## src/inc/ple_pkg.sv

```systemverilog
package ple_pkg;
  // Sizing of the equation array and the external signal list
  localparam int NUM_TERMS = 8;
  localparam int NUM_EXT = 32;
  localparam int NUM_SIG = NUM_EXT + 3 * NUM_TERMS;
  localparam int SEL_W = 6;
  localparam int TIME_W = 16;
  localparam int TERM_W = 3;
  localparam logic [TERM_W-1:0] LAST_TERM = 3'h7;

  // Register map, one aligned word each; equation k at base + 16*k
  localparam logic [11:0] ADDR_CTRL = 12'h000;
  localparam logic [11:0] ADDR_STATUS = 12'h004;
  localparam logic [11:0] ADDR_OUT = 12'h008;
  localparam logic [11:0] TERM_BASE = 12'h100;
  localparam int TERM_STRIDE_SH = 4;
  localparam logic [1:0] W_SEL = 2'h0;
  localparam logic [1:0] W_CFG = 2'h1;
  localparam logic [1:0] W_TIME = 2'h2;
  localparam logic [1:0] W_STATE = 2'h3;

  // Field positions of the select word
  localparam int SEL_IN0_LSB = 0;
  localparam int SEL_STRIDE = 8;
  // Field positions of the config word
  localparam int CFG_INV_LSB = 0;
  localparam int CFG_USE_LSB = 4;
  localparam int CFG_GATE_LSB = 8;
  localparam int CFG_RSEL_LSB = 16;
  localparam int CFG_RINV_BIT = 24;
  localparam int CTRL_RUN_BIT = 0;

  localparam logic [31:0] CFG_RESET = 32'h0000_0000;
  localparam logic [31:0] SEL_RESET = 32'h0000_0000;
  localparam logic [31:0] TIME_RESET = 32'h0000_0000;
  localparam logic [31:0] CTRL_RESET = 32'h0000_0001;

  typedef enum logic [1:0] {
    PLE_AND,
    PLE_OR,
    PLE_NAND,
    PLE_NOR
  } ple_gate_t;

  typedef struct packed {
    logic [TIME_W-1:0] rise_delay_time;
    logic [TIME_W-1:0] fall_delay_time;
  } ple_time_t;

  typedef struct packed {
    logic latched_n;
    logic latched;
    logic direct;
  } ple_out_t;
endpackage

```

## src/logic/ple_top.sv

```systemverilog
`timescale 1ns/1ps
`default_nettype none
module ple_top
  import ple_pkg::*;
(
  // Clock and reset
  input wire logic clk_sys,
  input wire logic resetn,
  // APB slave
  input wire logic psel,
  input wire logic penable,
  input wire logic pwrite,
  input wire logic [11:0] paddr,
  input wire logic [31:0] pwdata,
  output logic [31:0] prdata,
  output logic pready,
  output logic pslverr,
  // Assignable signals from outside the clock domain
  input wire logic [ple_pkg::NUM_EXT-1:0] ext_sig,
  // Equation results
  output logic [ple_pkg::NUM_TERMS-1:0] term_direct,
  output logic [ple_pkg::NUM_TERMS-1:0] term_latched,
  output logic [ple_pkg::NUM_TERMS-1:0] term_latched_n,
  output logic pass_done
);
  import ple_pkg::*;

  // ==========================================================
  // Input synchroniser
  logic [NUM_EXT-1:0] ext_s1_q;
  logic [NUM_EXT-1:0] ext_s2_q;
  always_ff @(posedge clk_sys or negedge resetn)
    if (!resetn)
    begin
      ext_s1_q <= '0;
      ext_s2_q <= '0;
    end
    else
    begin
      ext_s1_q <= ext_sig;
      ext_s2_q <= ext_s1_q;
    end

  // ==========================================================
  // Configuration storage
  logic [31:0] sel_q [NUM_TERMS];
  logic [31:0] cfg_q [NUM_TERMS];
  ple_time_t tim_q [NUM_TERMS];
  logic [31:0] ctrl_q;
  logic [3:0] in_st_q [NUM_TERMS];
  logic [TIME_W-1:0] cnt_q [NUM_TERMS];
  logic [TERM_W-1:0] idx_q;
  logic [NUM_TERMS-1:0] dir_q;
  logic [NUM_TERMS-1:0] lat_q;
  logic [NUM_TERMS-1:0] latn_q;
  logic [NUM_TERMS-1:0] gate_q;
  logic done_q;
  logic [31:0] rdata_q;

  // APB decode; zero wait states
  wire bus_wr = psel && penable && pwrite;
  wire bus_rd = psel && !penable && !pwrite;
  wire in_term = paddr[11:8] == TERM_BASE[11:8];
  wire [TERM_W-1:0] a_term = paddr[TERM_STRIDE_SH+TERM_W-1:TERM_STRIDE_SH];
  wire [1:0] a_word = paddr[3:2];
  wire a_hole = in_term && (paddr[7:TERM_STRIDE_SH+TERM_W] != '0);
  wire a_known = (paddr == ADDR_CTRL) || (paddr == ADDR_STATUS) ||
    (paddr == ADDR_OUT) || (in_term && !a_hole && paddr[1:0] == 2'h0);
  wire run = ctrl_q[CTRL_RUN_BIT];

  // ==========================================================
  // Signal list: external, then direct, latched, latched_n per term
  wire [NUM_SIG-1:0] sig_list = {latn_q, lat_q, dir_q, ext_s2_q};

  function automatic logic pick(input logic [NUM_SIG-1:0] l,
                                input logic [SEL_W-1:0] s);
    logic r;
    r = 1'b0;
    if (int'(s) < NUM_SIG)
      r = l[s];
    return r;
  endfunction

  // Current term: reading live dir/lat makes terms below idx
  // already updated this pass and terms above still from last pass
  wire [31:0] c_sel = sel_q[idx_q];
  wire [31:0] c_cfg = cfg_q[idx_q];
  ple_time_t c_tim;
  assign c_tim = tim_q[idx_q];
  wire [3:0] c_inv = c_cfg[CFG_INV_LSB+:4];
  wire [3:0] c_use = c_cfg[CFG_USE_LSB+:4];
  wire [1:0] c_gate = c_cfg[CFG_GATE_LSB+:2];
  wire [3:0] c_in;
  genvar gi;
  generate
    for (gi = 0; gi < 4; gi++)
    begin : g_in
      assign c_in[gi] = pick(sig_list,
        c_sel[SEL_IN0_LSB+gi*SEL_STRIDE+:SEL_W]) ^ c_inv[gi];
    end
  endgenerate
  // Unused inputs read as the neutral value of each gate
  wire and_v = &(c_in | ~c_use);
  wire or_v = |(c_in & c_use);
  wire has_use = |c_use;
  logic gate_v;
  always_comb
  begin
    case (ple_gate_t'(c_gate))
      PLE_AND: gate_v = has_use && and_v;
      PLE_OR: gate_v = or_v;
      PLE_NAND: gate_v = !(has_use && and_v);
      PLE_NOR: gate_v = !or_v;
      default: gate_v = 1'b0;
    endcase
  end

  // Timer: a count of passes the gate has differed from the output
  wire c_dir = dir_q[idx_q];
  wire [TIME_W-1:0] c_cnt = cnt_q[idx_q];
  wire [TIME_W-1:0] c_lim = c_dir ? c_tim.fall_delay_time :
    c_tim.rise_delay_time;
  wire differ = gate_v != c_dir;
  wire expire = differ && (c_cnt + 1'b1 >= c_lim || c_lim == '0);
  wire dir_d = expire ? gate_v : c_dir;
  wire [TIME_W-1:0] cnt_d = (differ && !expire) ? c_cnt + 1'b1 : '0;

  // Latch, reset dominant
  wire rst_v = pick(sig_list, c_cfg[CFG_RSEL_LSB+:SEL_W]) ^
    c_cfg[CFG_RINV_BIT];
  wire lat_d = rst_v ? 1'b0 : (lat_q[idx_q] | dir_d);

  // ==========================================================
  // Sequential evaluation, one term per clock
  wire last = idx_q == LAST_TERM;
  always_ff @(posedge clk_sys or negedge resetn)
    if (!resetn)
    begin
      idx_q <= '0;
      dir_q <= '0;
      lat_q <= '0;
      latn_q <= '1;
      gate_q <= '0;
      done_q <= 1'b0;
      for (int i = 0; i < NUM_TERMS; i++)
      begin
        cnt_q[i] <= '0;
        in_st_q[i] <= '0;
      end
    end
    else if (run)
    begin
      idx_q <= last ? '0 : idx_q + 1'b1;
      dir_q[idx_q] <= dir_d;
      lat_q[idx_q] <= lat_d;
      latn_q[idx_q] <= !lat_d;
      gate_q[idx_q] <= gate_v;
      cnt_q[idx_q] <= cnt_d;
      in_st_q[idx_q] <= c_in;
      done_q <= last;
    end
    else
      done_q <= 1'b0;

  // ==========================================================
  // Register writes
  always_ff @(posedge clk_sys or negedge resetn)
    if (!resetn)
    begin
      ctrl_q <= CTRL_RESET;
      for (int i = 0; i < NUM_TERMS; i++)
      begin
        sel_q[i] <= SEL_RESET;
        cfg_q[i] <= CFG_RESET;
        tim_q[i] <= TIME_RESET;
      end
    end
    // Misaligned or unmapped writes are dropped, in step with pslverr
    else if (bus_wr && a_known)
    begin
      if (paddr == ADDR_CTRL)
        ctrl_q <= pwdata & 32'h0000_0001;
      else if (in_term && !a_hole && a_word == W_SEL)
        sel_q[a_term] <= pwdata;
      else if (in_term && !a_hole && a_word == W_CFG)
        // Keep inv, use, gate, reset select and reset invert only
        cfg_q[a_term] <= pwdata & 32'h013F_03FF;
      else if (in_term && !a_hole && a_word == W_TIME)
        tim_q[a_term] <= pwdata;
    end

  // Read mux, captured in setup so prdata is registered
  wire [31:0] st_word = {24'h00_0000, gate_q[a_term], lat_q[a_term],
    latn_q[a_term], dir_q[a_term], in_st_q[a_term]};
  logic [31:0] rd_v;
  always_comb
  begin
    rd_v = 32'h0000_0000;
    if (paddr == ADDR_CTRL)
      rd_v = ctrl_q;
    else if (paddr == ADDR_STATUS)
      rd_v = {29'h0, idx_q};
    else if (paddr == ADDR_OUT)
      rd_v = {8'h00, latn_q, lat_q, dir_q};
    else if (in_term && !a_hole)
    begin
      case (a_word)
        W_SEL: rd_v = sel_q[a_term];
        W_CFG: rd_v = cfg_q[a_term];
        W_TIME: rd_v = tim_q[a_term];
        W_STATE: rd_v = st_word;
        default: rd_v = 32'h0000_0000;
      endcase
    end
  end

  always_ff @(posedge clk_sys or negedge resetn)
    if (!resetn)
      rdata_q <= '0;
    else if (bus_rd)
      rdata_q <= rd_v;

  // Error flag registered at setup too, so pslverr is a flop
  logic err_q;
  always_ff @(posedge clk_sys or negedge resetn)
    if (!resetn)
      err_q <= 1'b0;
    else if (psel && !penable)
      err_q <= !a_known;

  // ==========================================================
  // Outputs
  assign prdata = rdata_q;
  assign pready = 1'b1;
  assign pslverr = err_q;
  assign term_direct = dir_q;
  assign term_latched = lat_q;
  // Complement kept in its own flop so every term output leaves a register
  assign term_latched_n = latn_q;
  assign pass_done = done_q;

  // ==========================================================
  // Checks
  a_reset_wins: assert property (@(posedge clk_sys) disable iff (!resetn)
    run && rst_v |=> !lat_q[$past(idx_q)])
    else $error("latch not cleared by reset");
  a_idx_wrap: assert property (@(posedge clk_sys) disable iff (!resetn)
    run && last |=> idx_q == '0)
    else $error("index did not wrap");
  a_zero_pass: assert property (@(posedge clk_sys) disable iff (!resetn)
    run && c_lim == '0 |=> dir_q[$past(idx_q)] == $past(gate_v))
    else $error("zero delay did not pass");
  a_hold_out: assert property (@(posedge clk_sys) disable iff (!resetn)
    run && differ && c_lim > 16'h0001 && c_cnt == '0
    |=> dir_q[$past(idx_q)] == $past(c_dir))
    else $error("output moved before delay");
  a_latch_set: assert property (@(posedge clk_sys) disable iff (!resetn)
    run && dir_d && !rst_v |=> lat_q[$past(idx_q)])
    else $error("latch not set");
  a_comp_out: assert property (@(posedge clk_sys) disable iff (!resetn)
    term_latched_n == ~term_latched)
    else $error("complement mismatch");
  a_or_neutral: assert property (@(posedge clk_sys) disable iff (!resetn)
    c_gate == 2'h1 && c_use == 4'h0 |-> !gate_v)
    else $error("unused inputs affected gate");
  a_done_pulse: assert property (@(posedge clk_sys) disable iff (!resetn)
    pass_done |=> !pass_done)
    else $error("pass_done not a pulse");
  a_latch_hold: assert property (@(posedge clk_sys) disable iff (!resetn)
    run && !rst_v && lat_q[idx_q] |=> lat_q[$past(idx_q)])
    else $error("latch dropped without reset");
  a_cnt_clear: assert property (@(posedge clk_sys) disable iff (!resetn)
    run && !differ |=> cnt_q[$past(idx_q)] == '0)
    else $error("delay count not cleared");
  a_idx_step: assert property (@(posedge clk_sys) disable iff (!resetn)
    run && !last |=> idx_q == $past(idx_q) + 1'b1)
    else $error("index skipped a term");
  a_and_neutral: assert property (@(posedge clk_sys) disable iff (!resetn)
    c_gate == 2'h0 && c_use == 4'h0 |-> !gate_v)
    else $error("empty and gate not low");
  a_state_in: assert property (@(posedge clk_sys) disable iff (!resetn)
    run |=> in_st_q[$past(idx_q)] == $past(c_in))
    else $error("input state not recorded");
  a_rd_hold: assert property (@(posedge clk_sys) disable iff (!resetn)
    psel && penable |=> $stable(prdata))
    else $error("read data moved after access");
endmodule
`default_nettype wire

```

## config.mk

```make
export PLATFORM = sky130hd
export DESIGN_NAME = ple_top
export DESIGN_NICKNAME = d
export VERILOG_FILES = /design/src/inc/ple_pkg.sv /design/src/logic/ple_top.sv
export SDC_FILE = /design/constraint.sdc
export NUM_CORES = 2
export LEC_CHECK = 0
export ABC_AREA = 0
export BUFFER_PORTS_ARGS = -buffer_cell sky130_fd_sc_hd__buf_2
export CORE_ASPECT_RATIO = 0.75
export CORE_MARGIN = 8
export CORE_UTILIZATION = 59
export DETAILED_ROUTE_END_ITERATION = 7
export GPL_TIMING_DRIVEN = 1
export PLACE_DENSITY = 0.82
export SETUP_SLACK_MARGIN = 0.15
export SKIP_CTS_REPAIR_TIMING = 1
export SYNTH_ARGS = -nofsm -noshare
export SYNTH_HDL_FRONTEND = slang
export SYNTH_SLANG_ARGS = --single-unit
export TNS_END_PERCENT = 50
```

## constraint.sdc

```tcl
create_clock -name clk_sys -period 8 [get_ports clk_sys]
set_clock_uncertainty 0.1 [all_clocks]
set_input_delay 1.2 -clock clk_sys [delete_from_list [all_inputs] [get_ports clk_sys]]
set_output_delay 1.2 -clock clk_sys [all_outputs]
set_load 0.03 [all_outputs]
```

==> run_results.csv <==
group,metric,value,unit
clock_network,cts-root-buf,"sky130_fd_sc_hd__clkbuf_16",
timing,period_minus_slack,7.070,ns
route,route.vias.total,39950,
floorplan,die_height,267.8,µm
clock_network,insertion_delay,0.70,ns
job,max_cap_violations,0,
floorplan,initial_core_utilization,0.5944,
setup_path,critPathCapture,"cnt_q[96]",
clock_network,number_of_buffers_between_clock_root_and_the_deepest_sink,3,
status,status,"completed",
finish,fin_nets,4321,
floorplan,placement_rows,92,
grt,gr-usage-all-layers,0.3534,
pwr,vdd_ir_drop_max,0.1857,mV
setup_path,crit_path_max_fanout,68,
setup_path,setup_slack_of_the_most_critical_reg_to_reg_path,0.93,ns
grt,grt_antenna_before_repair,17,
grt,grtUsageMet2,0.4862,
finish,post-route-util,0.6478,
route,post-route-drc-count,0,
route,drt-total-wl,169.0,mm
grt,pin_count_of_the_biggest_net_entering_global_routing,188,
yosys,synth.area.top_cells,"sky130_fd_sc_hd__dfrtp_1, sky130_fd_sc_hd__mux2_2, sky130_fd_sc_hd__mux2i_1",
grt,first_global_vias,39480,
placement,place_congestion,0.9965,
placement,final_hpwl_from_detailed_placement,107.3,mm
yosys,mappedNetlistNets,4386,
grt,global_route.overflow_total,0,
timing,maxSlewViolCount,0,
yosys,syn-cell-area,49880,µm²
setup_path,crit-reg2reg-capture,"cnt_q[96]",
setup_path,crit-reg2reg-launch,"idx_q[0]",
timing,fin_worst_hold_slack,0.2468,ns
route,initialDrtViolationCount,6325,
yosys,yosys_warnings,0,
floorplan,die-area,94190,µm²
yosys,synth_cell_type_count,91,
setup_path,cp-startpoint,"idx_q[0]",
grt,groute.layer.met1.usage,0.4759,
timing,hold_viol_final,0,
clock_network,h_tree_levels,3,
timing,finalSetupTns,0,ns
yosys,synth.cells.most_frequent,"sky130_fd_sc_hd__dfrtp_1, sky130_fd_sc_hd__mux2_2, sky130_fd_sc_hd__nand2_1",
floorplan,die_w,351.7,µm
timing,grt_setup_unrepaired,"false",
pwr,pwrdens,179.6,nW/µm²
setup_path,category_of_the_most_critical_setup_path,"reg2reg",
clock_network,cts_tree,"done",
setup_path,reg2reg_depth,17,
grt,grt_pass1_wl,253.8,mm
pwr,power_leakage,0.02426,µW
clock_network,clk_pin_slew,0.07,ns
floorplan,boundaryPins,140,
yosys,ys_seq_area_frac,0.4728,
timing,final_min_period_over_clock_period,0.8838,
yosys,post_synth_inst_count,4286,
yosys,postSynth.topFlopCell,"sky130_fd_sc_hd__dfrtp_1",
clock_network,clock_sinks,942,
yosys,postSynthAreaPerCell,11.64,µm²
floorplan,coreArea,83920,µm²
grt,grt.busiest_layer,"met2",
route,drtAntennaViolNets,0,
yosys,yosysTopAreaCellShare,0.4681,
timing,slew_headroom,0.07870,
finish,synthToLayoutAreaGrowth,8.983,%
timing,setup_viol,0,
finish,drive_gt1_frac,0.3213,
yosys,top_count_cell_post_synth,"sky130_fd_sc_hd__dfrtp_1",
setup_path,worstSetupEndpointType,"register",
yosys,synth_largest_area_cell,"sky130_fd_sc_hd__dfrtp_1",
yosys,synthArstFlopShare,1.000,
min_path,timing.hold.worst.class,"reg2reg",
setup_path,cp-start-kind,"register",
placement,port_buffers,138,
yosys,ys_ff_latch,942,
setup_path,cp.arrival,7.54,ns
clock_network,cts_inserted_buffers,90,
route,vias_per_cell,7.360,
route,detail_route.wl_per_cell,31.13,µm
setup_path,critical_path_data_required_time,8.47,ns
timing,max_clock_freq,141.4,MHz
grt,groute.layer.met3.usage,0.1386,
route,detail_route.first_pass.iterations,6,
yosys,number_of_flops_mapped_to_enable_cells_by_yosys,0,
timing,worst_slew_pin_slew,1.355,ns
-- cell families after synthesis --
kind of cell    share of synthesized area
mux                                0.2604
xor+xnor                         0.004189
other cells                    0.00007519
buf+inv                           0.04089
flops                              0.4728
compound gates                     0.1493
fa+ha+maj                        0.004766
simple gates                      0.06748
-- where the power goes --
part	internal (µW)	switching (µW)	leakage [µW]
Sequential	4780	25.1	0.0130
Clock	2490	1930	0.00146
Combinational	122	414	0.00983
Total	7390	2370	0.0243
-- critical path: stages, from the launching register on --
cell and delay [ns]:
sky130_fd_sc_hd__dfrtp_4 0.98, sky130_fd_sc_hd__nor2b_4 0.71, sky130_fd_sc_hd__a22oi_1 0.19, sky130_fd_sc_hd__o221ai_1 0.33
sky130_fd_sc_hd__nand3_1 0.17, sky130_fd_sc_hd__nor2_1 0.27, sky130_fd_sc_hd__and3_1 0.25, sky130_fd_sc_hd__nand2_1 0.08
sky130_fd_sc_hd__xor2_1 0.69, sky130_fd_sc_hd__inv_1 0.11, sky130_fd_sc_hd__ha_1 0.31, sky130_fd_sc_hd__and3_1 0.18
sky130_fd_sc_hd__a2111oi_0 0.53, sky130_fd_sc_hd__a21oi_1 0.14, sky130_fd_sc_hd__or4_4 0.69, sky130_fd_sc_hd__buf_4 0.44
sky130_fd_sc_hd__or2_2 0.48, sky130_fd_sc_hd__o31ai_1 0.25
-- metal layers --
| metal | vias up | routed length (µm) |
|---|---|---|
| met5 | - | 73 |
| met4 | 10 | 11570 |
| met3 | 735 | 25750 |
| met2 | 3204 | 69400 |
| met1 | 19940 | 62190 |
| li1 | 16060 | - |
-- per-stage QoR --
step	setup slack [ns]	area, µm²	std cells	power, µW
6_report	0.9298	54360	5428	9762
3_3_place_gp	1.399	51330	5257	5396
3_5_place_dp	1.121	51330	5257	5402
4_1_cts	1.066	54330	5417	9743
2_1_floorplan	1.521	49880	4286	5115
5_1_grt	0.6033	54350	5424	9973
-- state kept, by name, indices dropped and copies added, names as in the netlist, 32 cells and up --
register  count
cfg_q       136
ext_s2_q     32
sel_q       256
ext_s1_q     32
in_st_q      32
cnt_q       128
tim_q       256
prdata       32
-- cells in the final DEF (no fill, tap or decap), types with 20 or more instances in the layout --
cell type / synthesis / final
sky130_fd_sc_hd__a221oi_1: 47 / 47
sky130_fd_sc_hd__clkbuf_16: 0 / 91
sky130_fd_sc_hd__nor2_4: 0 / 20
sky130_fd_sc_hd__a211oi_1: 23 / 23
sky130_fd_sc_hd__a22oi_1: 183 / 183
sky130_fd_sc_hd__nand2_1: 348 / 343
sky130_fd_sc_hd__o221ai_1: 31 / 29
sky130_fd_sc_hd__buf_2: 34 / 137
sky130_fd_sc_hd__nor3_1: 28 / 28
sky130_fd_sc_hd__nor4_1: 22 / 22
sky130_fd_sc_hd__inv_1: 33 / 32
sky130_fd_sc_hd__nand4_1: 27 / 27
sky130_fd_sc_hd__a22o_1: 37 / 37
sky130_fd_sc_hd__o41ai_1: 84 / 84
sky130_fd_sc_hd__buf_4: 33 / 104
sky130_fd_sc_hd__nand2b_1: 23 / 22
sky130_fd_sc_hd__nand3_1: 52 / 48
sky130_fd_sc_hd__o21ai_0: 138 / 138
sky130_fd_sc_hd__mux4_2: 86 / 86
sky130_fd_sc_hd__mux2i_1: 241 / 241
sky130_fd_sc_hd__a21oi_1: 143 / 143
sky130_fd_sc_hd__clkbuf_8: 0 / 21
sky130_fd_sc_hd__o22ai_1: 120 / 120
sky130_fd_sc_hd__nor2_1: 180 / 153
sky130_fd_sc_hd__mux2_2: 762 / 762
sky130_fd_sc_hd__o41ai_2: 38 / 38
sky130_fd_sc_hd__dfrtp_1: 933 / 930
-- worst min path at each step --
| stage | from | endpoint | slack (ns) | cells past startpoint |
|---|---|---|---|---|
| 6_report | ext_s1_q[28] | ext_s2_q[28] | 0.25 | 0 |
| 5_1_grt | ext_s1_q[13] | ext_s2_q[13] | 0.25 | 0 |
| 4_1_cts | ext_s1_q[28] | ext_s2_q[28] | 0.25 | 0 |
| 3_5_place_dp | ext_s1_q[21] | ext_s2_q[21] | 0.23 | 0 |
| 3_3_place_gp | ext_s1_q[25] | ext_s2_q[25] | 0.23 | 0 |
| 2_1_floorplan | ext_s1_q[0] | ext_s2_q[0] | 0.23 | 0 |
-- final cells by class --
| class | count | area, µm² |
|---|---|---|
| Inverter | 35 | 131.4 |
| Sequential cell | 942 | 23600 |
| Tap cell | 1128 | 1411 |
| Clock buffer | 129 | 2630 |
| Multi-Input combinational cell | 2900 | 24510 |
| Clock inverter | 31 | 372.9 |
| Antenna cell | 11 | 27.53 |
| Timing Repair Buffer | 252 | 1682 |
| Fill cell | 6053 | 29560 |
Note: power is estimated with default switching activity, not from simulation.
